## config.mk

```make
export PLATFORM = sky130hd
export DESIGN_NAME = spg_sector_protect
export DESIGN_NICKNAME = d
export VERILOG_FILES = /design/src/common/spg_pkg.sv /design/src/logic/spg_spi_rx.sv /design/src/logic/spg_sector_protect.sv
export SDC_FILE = /design/constraint.sdc
export NUM_CORES = 1
export LEC_CHECK = 0
export ABC_AREA = 1
export CORE_MARGIN = 8
export CORE_UTILIZATION = 60
export DETAILED_ROUTE_END_ITERATION = 6
export DONT_BUFFER_PORTS = 1
export GPL_TIMING_DRIVEN = 0
export HOLD_SLACK_MARGIN = 0.06
export PLACE_DENSITY = 0.83
export SYNTH_ARGS = -nofsm -noshare
export SYNTH_HDL_FRONTEND = slang
export SYNTH_SLANG_ARGS = --single-unit
```

## constraint.sdc

```tcl
create_clock -name CLK_SYS -period 2.5 [get_ports CLK_SYS]
set_input_delay 0.375 -clock CLK_SYS [delete_from_list [all_inputs] [get_ports CLK_SYS]]
set_output_delay 0.375 -clock CLK_SYS [all_outputs]
set_load 0.01 [all_outputs]
```

## src/common/spg_pkg.sv

```systemverilog
// Purpose: shared constants and types for the sector protection block
// Assumes: sixteen sectors of 64KB, 24-bit addresses sent MSB first
// Notes: the summary encoding is local to this block
package spg_pkg;
    localparam int NUM_SECT = 16;
    localparam logic [7:0] OP_RD_PROT = 8'h3C;
    // status byte 1 field positions
    localparam int LOCK_POS = 7;
    localparam int GLOB_HI = 5;
    localparam int GLOB_LO = 2;
    localparam logic [3:0] GLOB_ALL_ZERO = 4'h0;
    localparam logic [3:0] GLOB_ALL_ONE = 4'hF;
    // sector index is A19..A16, the low nibble of the first address byte
    localparam int SECT_HI = 3;
    localparam int SECT_LO = 0;
    localparam logic [1:0] LAST_ADDR_BYTE = 2'h2;
    // reset values: every sector protected, lock released
    localparam logic [15:0] PROT_RESET = 16'hFFFF;
    localparam logic LOCK_RESET = 1'b0;
    // protection summary codes
    localparam logic [1:0] SUM_NONE = 2'h0;
    localparam logic [1:0] SUM_SOME = 2'h1;
    localparam logic [1:0] SUM_ALL = 2'h3;
    typedef enum logic [3:0] {
        ST_OP = 4'h1,
        ST_ADDR = 4'h2,
        ST_OUT = 4'h4,
        ST_SKIP = 4'h8
    } spg_state_type;
endpackage

```

## src/logic/spg_spi_rx.sv

```systemverilog
// Purpose: oversampled serial receiver for chip select, clock and data in
// Assumes: SPI mode 0 or 3; serial clock well below a quarter of CLK_SYS
// Notes: all pins pass two flip-flops before any logic looks at them
module spg_spi_rx (
    input wire logic clk,
    input wire logic rst_n,
    input wire logic cs_n,
    input wire logic sck,
    input wire logic si,
    output logic cs_act,
    output logic sck_fall,
    output logic byte_stb,
    output logic [7:0] byte_data
);
    logic cs_m_reg, cs_s_reg;
    logic sck_m_reg, sck_s_reg, sck_d_reg;
    logic si_m_reg, si_s_reg;
    logic [2:0] bit_cnt_reg;
    logic [6:0] shift_reg;
    logic sck_rise;

    // two-stage synchronisers, idle values while in reset
    always_ff @(posedge clk) begin
        if (!rst_n) begin
            cs_m_reg <= 1'b1;
            cs_s_reg <= 1'b1;
            sck_m_reg <= 1'b0;
            sck_s_reg <= 1'b0;
            sck_d_reg <= 1'b0;
            si_m_reg <= 1'b0;
            si_s_reg <= 1'b0;
        end else begin
            cs_m_reg <= cs_n;
            cs_s_reg <= cs_m_reg;
            sck_m_reg <= sck;
            sck_s_reg <= sck_m_reg;
            sck_d_reg <= sck_s_reg;
            si_m_reg <= si;
            si_s_reg <= si_m_reg;
        end
    end

    // edges only count inside a frame, so mode 3 idle-high is harmless
    assign cs_act = ~cs_s_reg;
    assign sck_rise = cs_act & sck_s_reg & ~sck_d_reg;
    assign sck_fall = cs_act & ~sck_s_reg & sck_d_reg;

    // shift in on rising edges, flag each complete byte for one cycle
    always_ff @(posedge clk) begin
        if (!rst_n) begin
            bit_cnt_reg <= 3'h0;
            shift_reg <= 7'h00;
            byte_stb <= 1'b0;
            byte_data <= 8'h00;
        end else if (!cs_act) begin
            bit_cnt_reg <= 3'h0; // partial bytes are dropped at frame end
            byte_stb <= 1'b0;
        end else begin
            byte_stb <= sck_rise && (bit_cnt_reg == 3'h7);
            if (sck_rise) begin
                shift_reg <= {shift_reg[5:0], si_s_reg};
                bit_cnt_reg <= bit_cnt_reg + 3'h1;
                if (bit_cnt_reg == 3'h7) begin
                    byte_data <= {shift_reg, si_s_reg};
                end
            end
        end
    end
endmodule

```

## src/logic/spg_sector_protect.sv

```systemverilog
// Purpose: global protect/unprotect decode, lock handling and readback
// Assumes: status byte 1 writes arrive as a one-cycle strobe from the
//          command decoder, already qualified by the write enable latch
// Notes: WP_N is asserted low; serial pins are oversampled by CLK_SYS
// Function
// - unlocked write with bits 5..2 all zero clears every sector bit
// - unlocked write with bits 5..2 all one sets every sector bit
// - any other bits 5..2 pattern leaves sector bits unchanged
// - pin low and lock set: global patterns ignored, sector bits kept
// - hard-locked: lock bit cannot change until the pin goes high
// - pin high and lock set: no global change on a status write
// - soft-locked write with bit 7 clear releases lock, no global change
// - after last address byte, a data bit is driven every clock
// - repeating byte is 00h when sector unprotected, FFh when protected
// - readback reflects only the sector bit, never the pin level
// - chip select high ends readback and floats data out at any bit
// - summary bits tell all, some or no sectors protected
// - only bit 7 of status byte 1 is stored, as the lock
// - global protect during suspend aborts and clears write enable latch
module spg_sector_protect (
    input wire logic CLK_SYS,
    input wire logic RESET_N,
    input wire logic SPI_CS_N,
    input wire logic SPI_SCK,
    input wire logic SPI_SI,
    output logic SPI_SO,
    output logic SPI_SO_OE,
    input wire logic WP_N,
    input wire logic SR1_WR_STB,
    input wire logic [7:0] SR1_WR_DATA,
    input wire logic SUSPEND_ACTIVE,
    output logic [15:0] SECTOR_PROT,
    output logic PROT_LOCK,
    output logic [1:0] PROT_SUMMARY,
    output logic WEL_CLR
);
    logic cs_act, sck_fall, byte_stb;
    logic [7:0] byte_data;
    logic wp_m_reg, wp_s_reg;
    logic [15:0] prot_reg;
    logic lock_reg;
    logic [1:0] summary_reg;
    logic wel_clr_reg;
    logic so_reg, so_oe_reg;
    logic [3:0] sel_reg;
    logic [1:0] addr_cnt_reg;
    spg_pkg::spg_state_type state_reg;
    logic [3:0] glob;
    logic hard_lock, soft_lock;

    // summary of a protection vector
    function automatic logic [1:0] summarize(input logic [15:0] v);
        if (v == spg_pkg::PROT_RESET) begin
            return spg_pkg::SUM_ALL;
        end else if (v == 16'h0000) begin
            return spg_pkg::SUM_NONE;
        end
        return spg_pkg::SUM_SOME;
    endfunction

    spg_spi_rx u_rx (
        .clk(CLK_SYS),
        .rst_n(RESET_N),
        .cs_n(SPI_CS_N),
        .sck(SPI_SCK),
        .si(SPI_SI),
        .cs_act(cs_act),
        .sck_fall(sck_fall),
        .byte_stb(byte_stb),
        .byte_data(byte_data)
    );

    // write-protect pin is asynchronous, synchronise before use
    always_ff @(posedge CLK_SYS) begin
        if (!RESET_N) begin
            wp_m_reg <= 1'b1;
            wp_s_reg <= 1'b1;
        end else begin
            wp_m_reg <= WP_N;
            wp_s_reg <= wp_m_reg;
        end
    end

    assign glob = SR1_WR_DATA[spg_pkg::GLOB_HI:spg_pkg::GLOB_LO];
    assign hard_lock = lock_reg & ~wp_s_reg;
    assign soft_lock = lock_reg & wp_s_reg;

    // lock bit: only bit 7 of the written byte is ever stored
    always_ff @(posedge CLK_SYS) begin
        if (!RESET_N) begin
            lock_reg <= spg_pkg::LOCK_RESET;
        end else if (SR1_WR_STB && !hard_lock) begin
            if (soft_lock) begin
                if (!SR1_WR_DATA[spg_pkg::LOCK_POS]) begin
                    lock_reg <= 1'b0;
                end
            end else begin
                lock_reg <= SR1_WR_DATA[spg_pkg::LOCK_POS];
            end
        end
    end

    // global protect/unprotect, only when the lock is clear at write time;
    // a soft unlock therefore never acts on the same write
    always_ff @(posedge CLK_SYS) begin
        if (!RESET_N) begin
            prot_reg <= spg_pkg::PROT_RESET;
            wel_clr_reg <= 1'b0;
        end else begin
            wel_clr_reg <= 1'b0;
            if (SR1_WR_STB && !lock_reg) begin
                if (glob == spg_pkg::GLOB_ALL_ZERO) begin
                    prot_reg <= 16'h0000;
                end else if (glob == spg_pkg::GLOB_ALL_ONE) begin
                    if (SUSPEND_ACTIVE) begin
                        wel_clr_reg <= 1'b1;
                    end else begin
                        prot_reg <= spg_pkg::PROT_RESET;
                    end
                end // other patterns fall through unchanged
            end
        end
    end

    // summary lags the sector bits by one cycle
    always_ff @(posedge CLK_SYS) begin
        if (!RESET_N) begin
            summary_reg <= spg_pkg::SUM_ALL;
        end else begin
            summary_reg <= summarize(prot_reg);
        end
    end

    // read-protection command sequencer
    always_ff @(posedge CLK_SYS) begin
        if (!RESET_N) begin
            state_reg <= spg_pkg::ST_OP;
            addr_cnt_reg <= 2'h0;
            sel_reg <= 4'h0;
        end else if (!cs_act) begin
            state_reg <= spg_pkg::ST_OP;
            addr_cnt_reg <= 2'h0;
        end else begin
            case (state_reg)
                spg_pkg::ST_OP: begin
                    if (byte_stb) begin
                        if (byte_data == spg_pkg::OP_RD_PROT) begin
                            state_reg <= spg_pkg::ST_ADDR;
                        end else begin
                            state_reg <= spg_pkg::ST_SKIP;
                        end
                    end
                end
                spg_pkg::ST_ADDR: begin
                    if (byte_stb) begin
                        addr_cnt_reg <= addr_cnt_reg + 2'h1;
                        if (addr_cnt_reg == 2'h0) begin
                            sel_reg <= byte_data[spg_pkg::SECT_HI:
                                                 spg_pkg::SECT_LO];
                        end
                        if (addr_cnt_reg == spg_pkg::LAST_ADDR_BYTE) begin
                            state_reg <= spg_pkg::ST_OUT;
                        end
                    end
                end
                spg_pkg::ST_OUT: state_reg <= spg_pkg::ST_OUT;
                spg_pkg::ST_SKIP: state_reg <= spg_pkg::ST_SKIP;
                default: state_reg <= spg_pkg::ST_OP;
            endcase
        end
    end

    // data out: each falling edge presents the sector bit, so every bit of
    // the byte is equal and the byte repeats with no counter needed
    always_ff @(posedge CLK_SYS) begin
        if (!RESET_N) begin
            so_reg <= 1'b0;
            so_oe_reg <= 1'b0;
        end else if (!cs_act) begin
            so_oe_reg <= 1'b0;
        end else if (state_reg == spg_pkg::ST_OUT && sck_fall) begin
            so_reg <= prot_reg[sel_reg];
            so_oe_reg <= 1'b1;
        end
    end

    assign SPI_SO = so_reg;
    assign SPI_SO_OE = so_oe_reg;
    assign SECTOR_PROT = prot_reg;
    assign PROT_LOCK = lock_reg;
    assign PROT_SUMMARY = summary_reg;
    assign WEL_CLR = wel_clr_reg;
endmodule

```

==> results_dict.tcl, run 1 <==
set metrics [dict create \
    fin_tns_setup_ps 0 \
    switching_power_mw 0.230 \
    p_comb_share_pct 3.2 \
    top_layer "met4" \
    first_iter_violations 69 \
    cts_tree "yes" \
    dr_total_vias 1332 \
    clkLatencyLatePin_ps 340 \
    dp_hpwl_um 2290 \
    synth.top_cell.area_share_pct 47.6 \
    hold_buffers 0 \
    synth_seq_cells 41 \
    hold_viol 0 \
    initial_core_util_pct 63.1 \
    route.met2.wl_um 1360 \
    critPathKind "flop to primary output" \
    wl_per_cell_um 11.5 \
    grtUsageTotal_pct 12.4 \
    p_int_mw 0.918 \
    synth_edf_count 0 \
    arrival_ps 1280 \
    route.met3.wl_um 265 \
    clkTransAtPathRegs_ps 110 \
    p_sw_share_pct 20.0 \
    grt_max_degree 20 \
    powerDensity_nw_per_um2 621 \
    critPathBufInv 1 \
    place_congestion 0.858 \
    clock_skew_ps 16.0 \
    die_area_sq_um 4850 \
    async_reset_ff_share_pct 0 \
    core_sq_um 2730 \
    grt_setup_unrepaired "false" \
    cts_resized 0 \
    largest_reg_flops 8 \
    final_nets 248 \
    port_buffers 0 \
    routed_wl_um 3000 \
    syn_area_per_cell_sq_um 7.81 \
    start_kind "flop" \
    pwr-share-seq_pct 58.4 \
    hold_path.class "input port to flop" \
    synth_warnings 0 \
    min_period_ps 1650 \
    htree_num_levels 2 \
    synth-main-ff-cell "dfxtp_1" \
    cts_buffer_depth 2 \
    p_leak_nw 0.865 \
    setup_violations 0 \
    diodes 0 \
    viasPerCell 5.12 \
    cts_sinks 41 \
    status "finished, final reports clean" \
    slowest_stage "dfxtp_1" \
    grt_pass1_wl_um 5070 \
    total_power_mw 1.15 \
    synth.largest_area_cell "dfxtp_1" \
    crit_path_end_kind "primary output" \
    rows 19 \
    post-synth-top-count-cell "nor2_1" \
    p_clk_share_pct 38.4 \
    max_slew_margin_pct 60.5 \
    drt-pass1-iter-count 4 \
    grt_overflow 0 \
    tightest_slew_ps 592 \
    slew_viol_final 0 \
    cp_cell_sequence "buf_4" \
    maxCapViolations 0 \
    antenna_found_initial 0 \
    cp_top_family "flip-flops" \
    root_buffer "clkbuf_4" \
    syn-cell-area_sq_um 1730 \
    synthesis.instances 221 \
    area_growth_pct 7.18 \
    drc_errors 0 \
    cts_buffers 5 \
    synth_seq_area_share_pct 47.6 \
    cts_setup_buffers 0 \
    dieHeight_um 69.6 \
    synth_cell_types 24 \
    worst_path_largest_cell_delay_ps 710 \
    grt_pass1_vias 1161 \
    syn-num-nets 241 \
    die_w_um 69.6 \
    drive_gt1_share_pct 17.0 \
    wl_met1_um 1350 \
    peakVddDrop_mv 0.593 \
    antenna_left 0 \
    final.hold.worst_slack_ps 129 \
    period_share_pct 66.2 \
    num_io_pins 38 \
    netlist_top_cells_count "nor2_1 (42), dfxtp_1 (41), nand2_1 (35), inv_1 (24), buf_4 (15)" \
    max_freq_mhz 604 \
    required_ps 2120 \
    synth_area_leaders "dfxtp_1 (48%), nor2_1 (9.1%), nand2_1 (7.6%)" \
    cp_max_fo 19 \
]
stage by stage:
step	cells	worst slack (ps)	instance area (sq um)	util, %
global placement	252	1220	1760	64.5
CTS	260	802	1850	67.6
detailed placement	252	1180	1760	64.5
floorplan	221	1300	1730	-
global route	260	733	1850	67.6
finish	260	845	1850	67.6
kinds of logic after synthesis:
group                    count (synthesis)  synth area share (%)
adder cells (fa/ha/maj)                  4                  2.90
flip-flops                              41                  47.6
AND/OR/NAND/NOR                        106                  27.4
AO/OA/AOI/OAI                           25                  7.83
buffers and inverters                   44                  13.8
XOR/XNOR                                 1                 0.508
cell type report:
| class | instances | area [sq um] |
|---|---|---|
| inverter | 25 | 93.8 |
| clock buffer | 7 | 55.1 |
| buffer | 19 | 144 |
| clock inverter | 1 | 30.0 |
| multi-input combinational | 136 | 667 |
| tap | 31 | 38.8 |
| fill | 238 | 885 |
| sequential | 41 | 821 |
power groups by stage:
stage | sequential (mW) | clock (mW) | combinational, mW
2_1_floorplan | 0.684 | 0 | 0.0321
3_3_place_gp | 0.685 | 0 | 0.0367
3_5_place_dp | 0.685 | 0 | 0.0377
4_1_cts | 0.671 | 0.452 | 0.0379
5_1_grt | 0.672 | 0.483 | 0.0417
6_report | 0.670 | 0.440 | 0.0373
final timing paths:
path	from	end	slack, ps	depth (start not counted)
max	SECTOR_PROT[14]	SECTOR_PROT[9]	850	1
min	SPI_SI	u_rx.si_m_reg	130	2
max reg2reg	u_rx.bit_cnt_reg[0]	u_rx.byte_data[3]	1150	6
min reg2reg	u_rx.sck_m_reg	u_rx.sck_s_reg	420	2
metal layers:
layer,up-vias,GRT usage [%]
met4,0,5.36
met5,-,0
met1,596,13.1
li1,688,-
met3,4,6.01
met2,44,20.6
layout by cell type (no fill, tap or decap), types with 3 or more instances in the layout:
cell / instances
nand3_1: 13
o21ai_0: 12
nor2_1: 42
or2_2: 6
dfxtp_1: 41
nand2_1: 35
a21oi_1: 7
o21ai_1: 3
clkbuf_4: 5
ha_1: 4
inv_1: 24
buf_4: 15
Power figures use the tool's default switching activity.
==> inputs of run 2 (changes only) <==
--- a/config.mk
+++ b/config.mk
@@ -7,12 +7,12 @@
 export LEC_CHECK = 0
 export ABC_AREA = 1
 export CORE_MARGIN = 8
-export CORE_UTILIZATION = 60
+export CORE_UTILIZATION = 55
 export DETAILED_ROUTE_END_ITERATION = 6
 export DONT_BUFFER_PORTS = 1
 export GPL_TIMING_DRIVEN = 0
 export HOLD_SLACK_MARGIN = 0.06
-export PLACE_DENSITY = 0.83
+export PLACE_DENSITY = 0.8
 export SYNTH_ARGS = -nofsm -noshare
 export SYNTH_HDL_FRONTEND = slang
 export SYNTH_SLANG_ARGS = --single-unit
==> constraint.sdc (replaced) <==
create_clock -name CLK_SYS -period 1.45 [get_ports CLK_SYS]
set_input_delay 0.2175 -clock CLK_SYS [delete_from_list [all_inputs] [get_ports CLK_SYS]]
set_output_delay 0.2175 -clock CLK_SYS [all_outputs]
set_load 0.01 [all_outputs]
==> run 2 against run 1 <==
- register-to-register slack worse by 1000 ps
- sequential share of layout area down 2.2 points
- final cell count up 8.8%
- clock skew down 6.5 ps
- final area up 5.5%
- first-iteration DRC count up 16%
- core utilization down 3.2 points
- critical endpoint is now WEL_CLR
- highest routed layer unchanged
==> results_dict.tcl, run 2 (synthesis gave the netlist of run 1 again) <==
set metrics [dict create \
    r2r_cells 6 \
    hold_viol 0 \
    die_area_sq_um 5190 \
    grt_most_used_layer "met2" \
    switching_power_mw 0.400 \
    required_ps 1720 \
    max_slew_margin_pct 77.1 \
    slew_viol_final 0 \
    grtUsageTotal_pct 12.5 \
    crit_path_end_kind "flop" \
    status "finished, final reports clean" \
    p_clk_share_pct 31.4 \
    drt-pass1-iter-count 4 \
    clkLatencyLatePin_ps 340 \
    place_congestion 0.846 \
    num_io_pins 38 \
    powerDensity_nw_per_um2 931 \
    drc_errors 0 \
    min_period_ps 1350 \
    grt_pass1_vias 1266 \
    drive_gt1_share_pct 16.7 \
    layout.cells.most_common "nor2_1" \
    p_sw_share_pct 22.0 \
    antenna_found_initial 0 \
    grtUsageMet2_pct 20.7 \
    clkTransAtPathRegs_ps 110 \
    port_buffers 0 \
    start_kind "input port" \
    critPathKind "input port to flop" \
    cp_max_fo 2 \
    place_ws_ps 164 \
    grt_max_degree 20 \
    rows 20 \
    diodes 0 \
    max_freq_mhz 740 \
    initial_core_util_pct 57.0 \
    grt_overflow 0 \
    cts_sinks 41 \
    core_sq_um 3030 \
    area_growth_pct 13.1 \
    grt_pass1_wl_um 5220 \
    dr_total_vias 1349 \
    peakVddDrop_mv 0.739 \
    htree_num_levels 2 \
    holdPathStages 4 \
    setup_violations 0 \
    p_int_mw 1.42 \
    pwr-share-seq_pct 63.7 \
    total_power_mw 1.82 \
    nFillCells 256 \
    largest_reg_flops 8 \
    p_leak_nw 0.891 \
    multi_input_area_sq_um 667 \
    tightest_slew_ps 342 \
    final_nets 259 \
    antenna_left 0 \
    grt_setup_unrepaired "false" \
    period_share_pct 93.2 \
    dp_hpwl_um 2290 \
    use_met1_pct 12.9 \
    clock_skew_ps 9.46 \
    p_comb_share_pct 4.9 \
    cts_buffer_depth 2 \
    maxCapViolations 0 \
    dieHeight_um 72.0 \
    root_buffer "clkbuf_4" \
    met3_usage_pct 5.37 \
    seq_area_sq_um 822 \
    hold_path.class "input port to flop" \
    first_iter_violations 80 \
    arrival_ps 1620 \
    layout_common_cells "nor2_1 (42), dfxtp_1 (40), nand2_1 (35), inv_1 (24), buf_4 (15)" \
    setup_slack_ps 99.3 \
    fin_tns_setup_ps 0 \
    die_w_um 72.0 \
    cts_tree "yes" \
    wl_per_cell_um 10.9 \
    cts_buffers 5 \
    routed_wl_um 3100 \
    viasPerCell 4.77 \
]
run 2: metal layers:
metal,wire (um),up-vias
li1,-,706
met1,1360,605
met2,1440,31
met3,241,7
met4,61,0
met5,0,-
run 2: critical path, stage by stage:
cell and delay [ps]:
dlygate4sd3_1 530, nand4_1 100, dlygate4sd3_1 580, nor3b_1 190
run 2: layout make-up:
class	instances	share of cell area [%]
Buffer	19	7.38
Clock inverter	1	0.385
Timing Repair Buffer	11	5.64
Inverter	25	4.81
Tap cell	44	2.82
Clock buffer	6	2.63
Sequential cell	41	42.1
Multi-Input combinational cell	136	34.2
run 2: worst paths after layout:
check                 startpoint           endpoint  slack, ps
max               SR1_WR_DATA[2]            WEL_CLR        100
min                   SR1_WR_STB    SECTOR_PROT[14]        140
max reg2reg  u_rx.bit_cnt_reg[0]  u_rx.byte_data[2]        120
min reg2reg        u_rx.si_m_reg      u_rx.si_s_reg        430
run 2: per-stage QoR:
stage               cells  hold WS (ps)  utilization (%)  area, sq um
floorplan             221           315                -         1730
global placement      265           317             58.8         1780
detailed placement    265           321             58.8         1780
CTS                   283           115             64.4         1950
global route          283           158             64.4         1950
finish                283           139             64.4         1950
run 2: power groups by stage:
stage	Combinational (mW)	Clock, mW	Sequential [mW]
after detailed placement	0.0648	0	1.18
after floorplan	0.0553	0	1.18
after global placement	0.0634	0	1.18
after CTS	0.0891	0.586	1.16
after global routing	0.0988	0.637	1.16
final	0.0891	0.571	1.16
run 2: timing repair:
action | in CTS | in global routing
hold buffers | 11 | 0
resized for setup | 1 | 0
endpoints found under the setup margin | 15 | 0
endpoints found under the hold margin | 11 | 0
setup buffers | 0 | 0
==> inputs of run 3 (changes only) <==
--- a/config.mk
+++ b/config.mk
@@ -13,6 +13,7 @@
 export GPL_TIMING_DRIVEN = 0
 export HOLD_SLACK_MARGIN = 0.06
 export PLACE_DENSITY = 0.8
+export REMOVE_ABC_BUFFERS = 1
 export SYNTH_ARGS = -nofsm -noshare
 export SYNTH_HDL_FRONTEND = slang
 export SYNTH_SLANG_ARGS = --single-unit
==> constraint.sdc (replaced) <==
create_clock -name CLK_SYS -period 1.2 [get_ports CLK_SYS]
set_input_delay 0.18 -clock CLK_SYS [delete_from_list [all_inputs] [get_ports CLK_SYS]]
set_output_delay 0.18 -clock CLK_SYS [all_outputs]
set_load 0.01 [all_outputs]
==> run 3 against run 2 <==
- the run now ends with setup timing left
- critical endpoint is now SECTOR_PROT[14]
- non-clock buffer count fell by 8
- highest routed layer unchanged
- first-iteration DRC count fell by 34%
- sequential share of layout area fell by 1.3 points
- total power rose by 35%
- largest cell class unchanged
- largest power group unchanged
- clock skew fell by 2.0 ps
- register-to-register slack got worse by 150 ps
==> results_dict.tcl, run 3 (synthesis gave the netlist of run 1 again) <==
set metrics [dict create \
    status "finished, violations left" \
    violations "setup timing" \
    dp.cells 246 \
    slowest_stage "dfxtp_4" \
    required_ps 1470 \
    slew_viol_final 0 \
    initial_core_util_pct 57.0 \
    rows 20 \
    port_buffers 0 \
    critPathBufInv 2 \
    wl_per_cell_um 12.2 \
    cts_buffers 5 \
    worst_path_largest_cell_delay_ps 530 \
    total_power_mw 2.45 \
    place_ws_ps -265 \
    drt-pass1-iter-count 4 \
    htree_num_levels 2 \
    place_congestion 0.819 \
    cp_max_fo 17 \
    nFillCells 236 \
    drive_gt1_share_pct 23.2 \
    grt_overflow 0 \
    root_buffer "clkbuf_4" \
    peakVddDrop_mv 0.868 \
    cts_tree "yes" \
    grt_pass1_wl_um 5560 \
    max_slew_margin_pct 60.7 \
    max_freq_mhz 816 \
    grt_max_degree 18 \
    antenna_found_initial 0 \
    dp_hpwl_um 1990 \
    layout.cells.most_common "nor2_1" \
    hold_path.class "input port to flop" \
    min_period_ps 1230 \
    clkTransAtPathRegs_ps 120 \
    setup_violations 17 \
    routed_wl_um 3390 \
    antenna_left 0 \
    clock_skew_ps 7.41 \
    p_leak_nw 0.903 \
    setup_slack_ps -26.2 \
    cp_top_family "flip-flops" \
    maxCapViolations 0 \
    grt_pass1_vias 1247 \
    period_share_pct 102 \
    powerDensity_nw_per_um2 1200 \
    final_nets 252 \
    drc_errors 0 \
    stdcell_area_sq_um 2040 \
    die_w_um 72.0 \
    critPathKind "flop to flop" \
    placed_area_sq_um 1640 \
    start_kind "flop" \
    dieHeight_um 72.0 \
    area_growth_pct 18.2 \
    fin_cells 277 \
    layout_common_cells "nor2_1 (42), dfxtp_1 (34), nand2_1 (34), inv_1 (22), dlygate4sd3_1 (13)" \
    diodes 0 \
    largest_reg_flops 8 \
    grtUsageTotal_pct 13.8 \
    clkLatencyLatePin_ps 350 \
    cts_buffer_depth 2 \
    first_iter_violations 53 \
    tightest_slew_ps 588 \
    crit_path_end_kind "flop" \
    viasPerCell 4.87 \
    crit_path_frequent_cell "buf_6" \
    arrival_ps 1490 \
    dr_total_vias 1348 \
    die_area_sq_um 5190 \
    hold_viol 0 \
    cts_sinks 41 \
    grt_setup_unrepaired "true" \
    core_sq_um 3030 \
    cp_cell_sequence "buf_6 -> buf_6 -> or2_4 -> nand2_2 -> nand2_1" \
    num_io_pins 38 \
]
-- run 3: cell count changes in the layout (fill, tap and decap cells not counted), sizes merged --
cell and delta:
clkbuf -1, buf -9, nand2 +1, bufinv +1
dlygate4sd3 +2
-- run 3: through the flow --
stage / utilization [%] / setup TNS (ps) / hold WS [ps]
after detailed placement: 54.1 / -3870 / 281
final: 67.4 / -384 / 138
after CTS: 65.0 / -653 / 93.5
after global routing: 67.4 / -1700 / 145
after global placement: 54.0 / -11190 / 276
after floorplan: - / -6980 / 273
-- run 3: path summary, 6_finish.rpt --
kind                     end  slack [ps]  depth (start not counted)            start
min reg2reg   u_rx.sck_s_reg         420                          2   u_rx.sck_m_reg
max reg2reg  SECTOR_PROT[14]         -30                          5  SECTOR_PROT[14]
max          SECTOR_PROT[14]         -30                          5  SECTOR_PROT[14]
min          SECTOR_PROT[14]         140                          4   SR1_WR_DATA[3]
-- run 3: final cells by class --
type	instances	area (sq um)	area share (%)
sequential	41	832	40.8
multi-input combinational	137	743	36.4
timing repair buffer	22	224	11.0
inverter	25	96.3	4.72
tap	44	55.1	2.70
clock buffer	6	51.3	2.52
clock inverter	2	37.5	1.84
-- run 3: what timing repair did --
item	in CTS	in global routing
cloned	1	0
pin swaps	5	5
setup buffers	5	4
hold endpoints to repair	18	0
resized for setup	26	19
hold buffers	13	0
setup endpoints to repair	39	38
-- run 3: worst reg2reg max path: stages (launching register included) --
cell and delay (ps):
dfxtp_4 530, buf_6 190, buf_6 110, or2_4 220, nand2_2 50, nand2_1 40
-- run 3: power breakdown --
group,switching [mW],leakage (nW),total [mW],internal (mW)
combinational,0.0503,0.524,0.103,0.0529
clock,0.445,0.0445,0.940,0.495
sequential,0.0236,0.335,1.40,1.38
-- run 3: routing by layer --
metal / share of wire, % / track usage [%] / vias up
met5: 0 / 0 / -
met4: 1.8 / 6.80 / 0
met3: 5.8 / 5.37 / 6
met2: 51 / 23.8 / 17
met1: 41 / 14.3 / 626
li1: - / - / 699
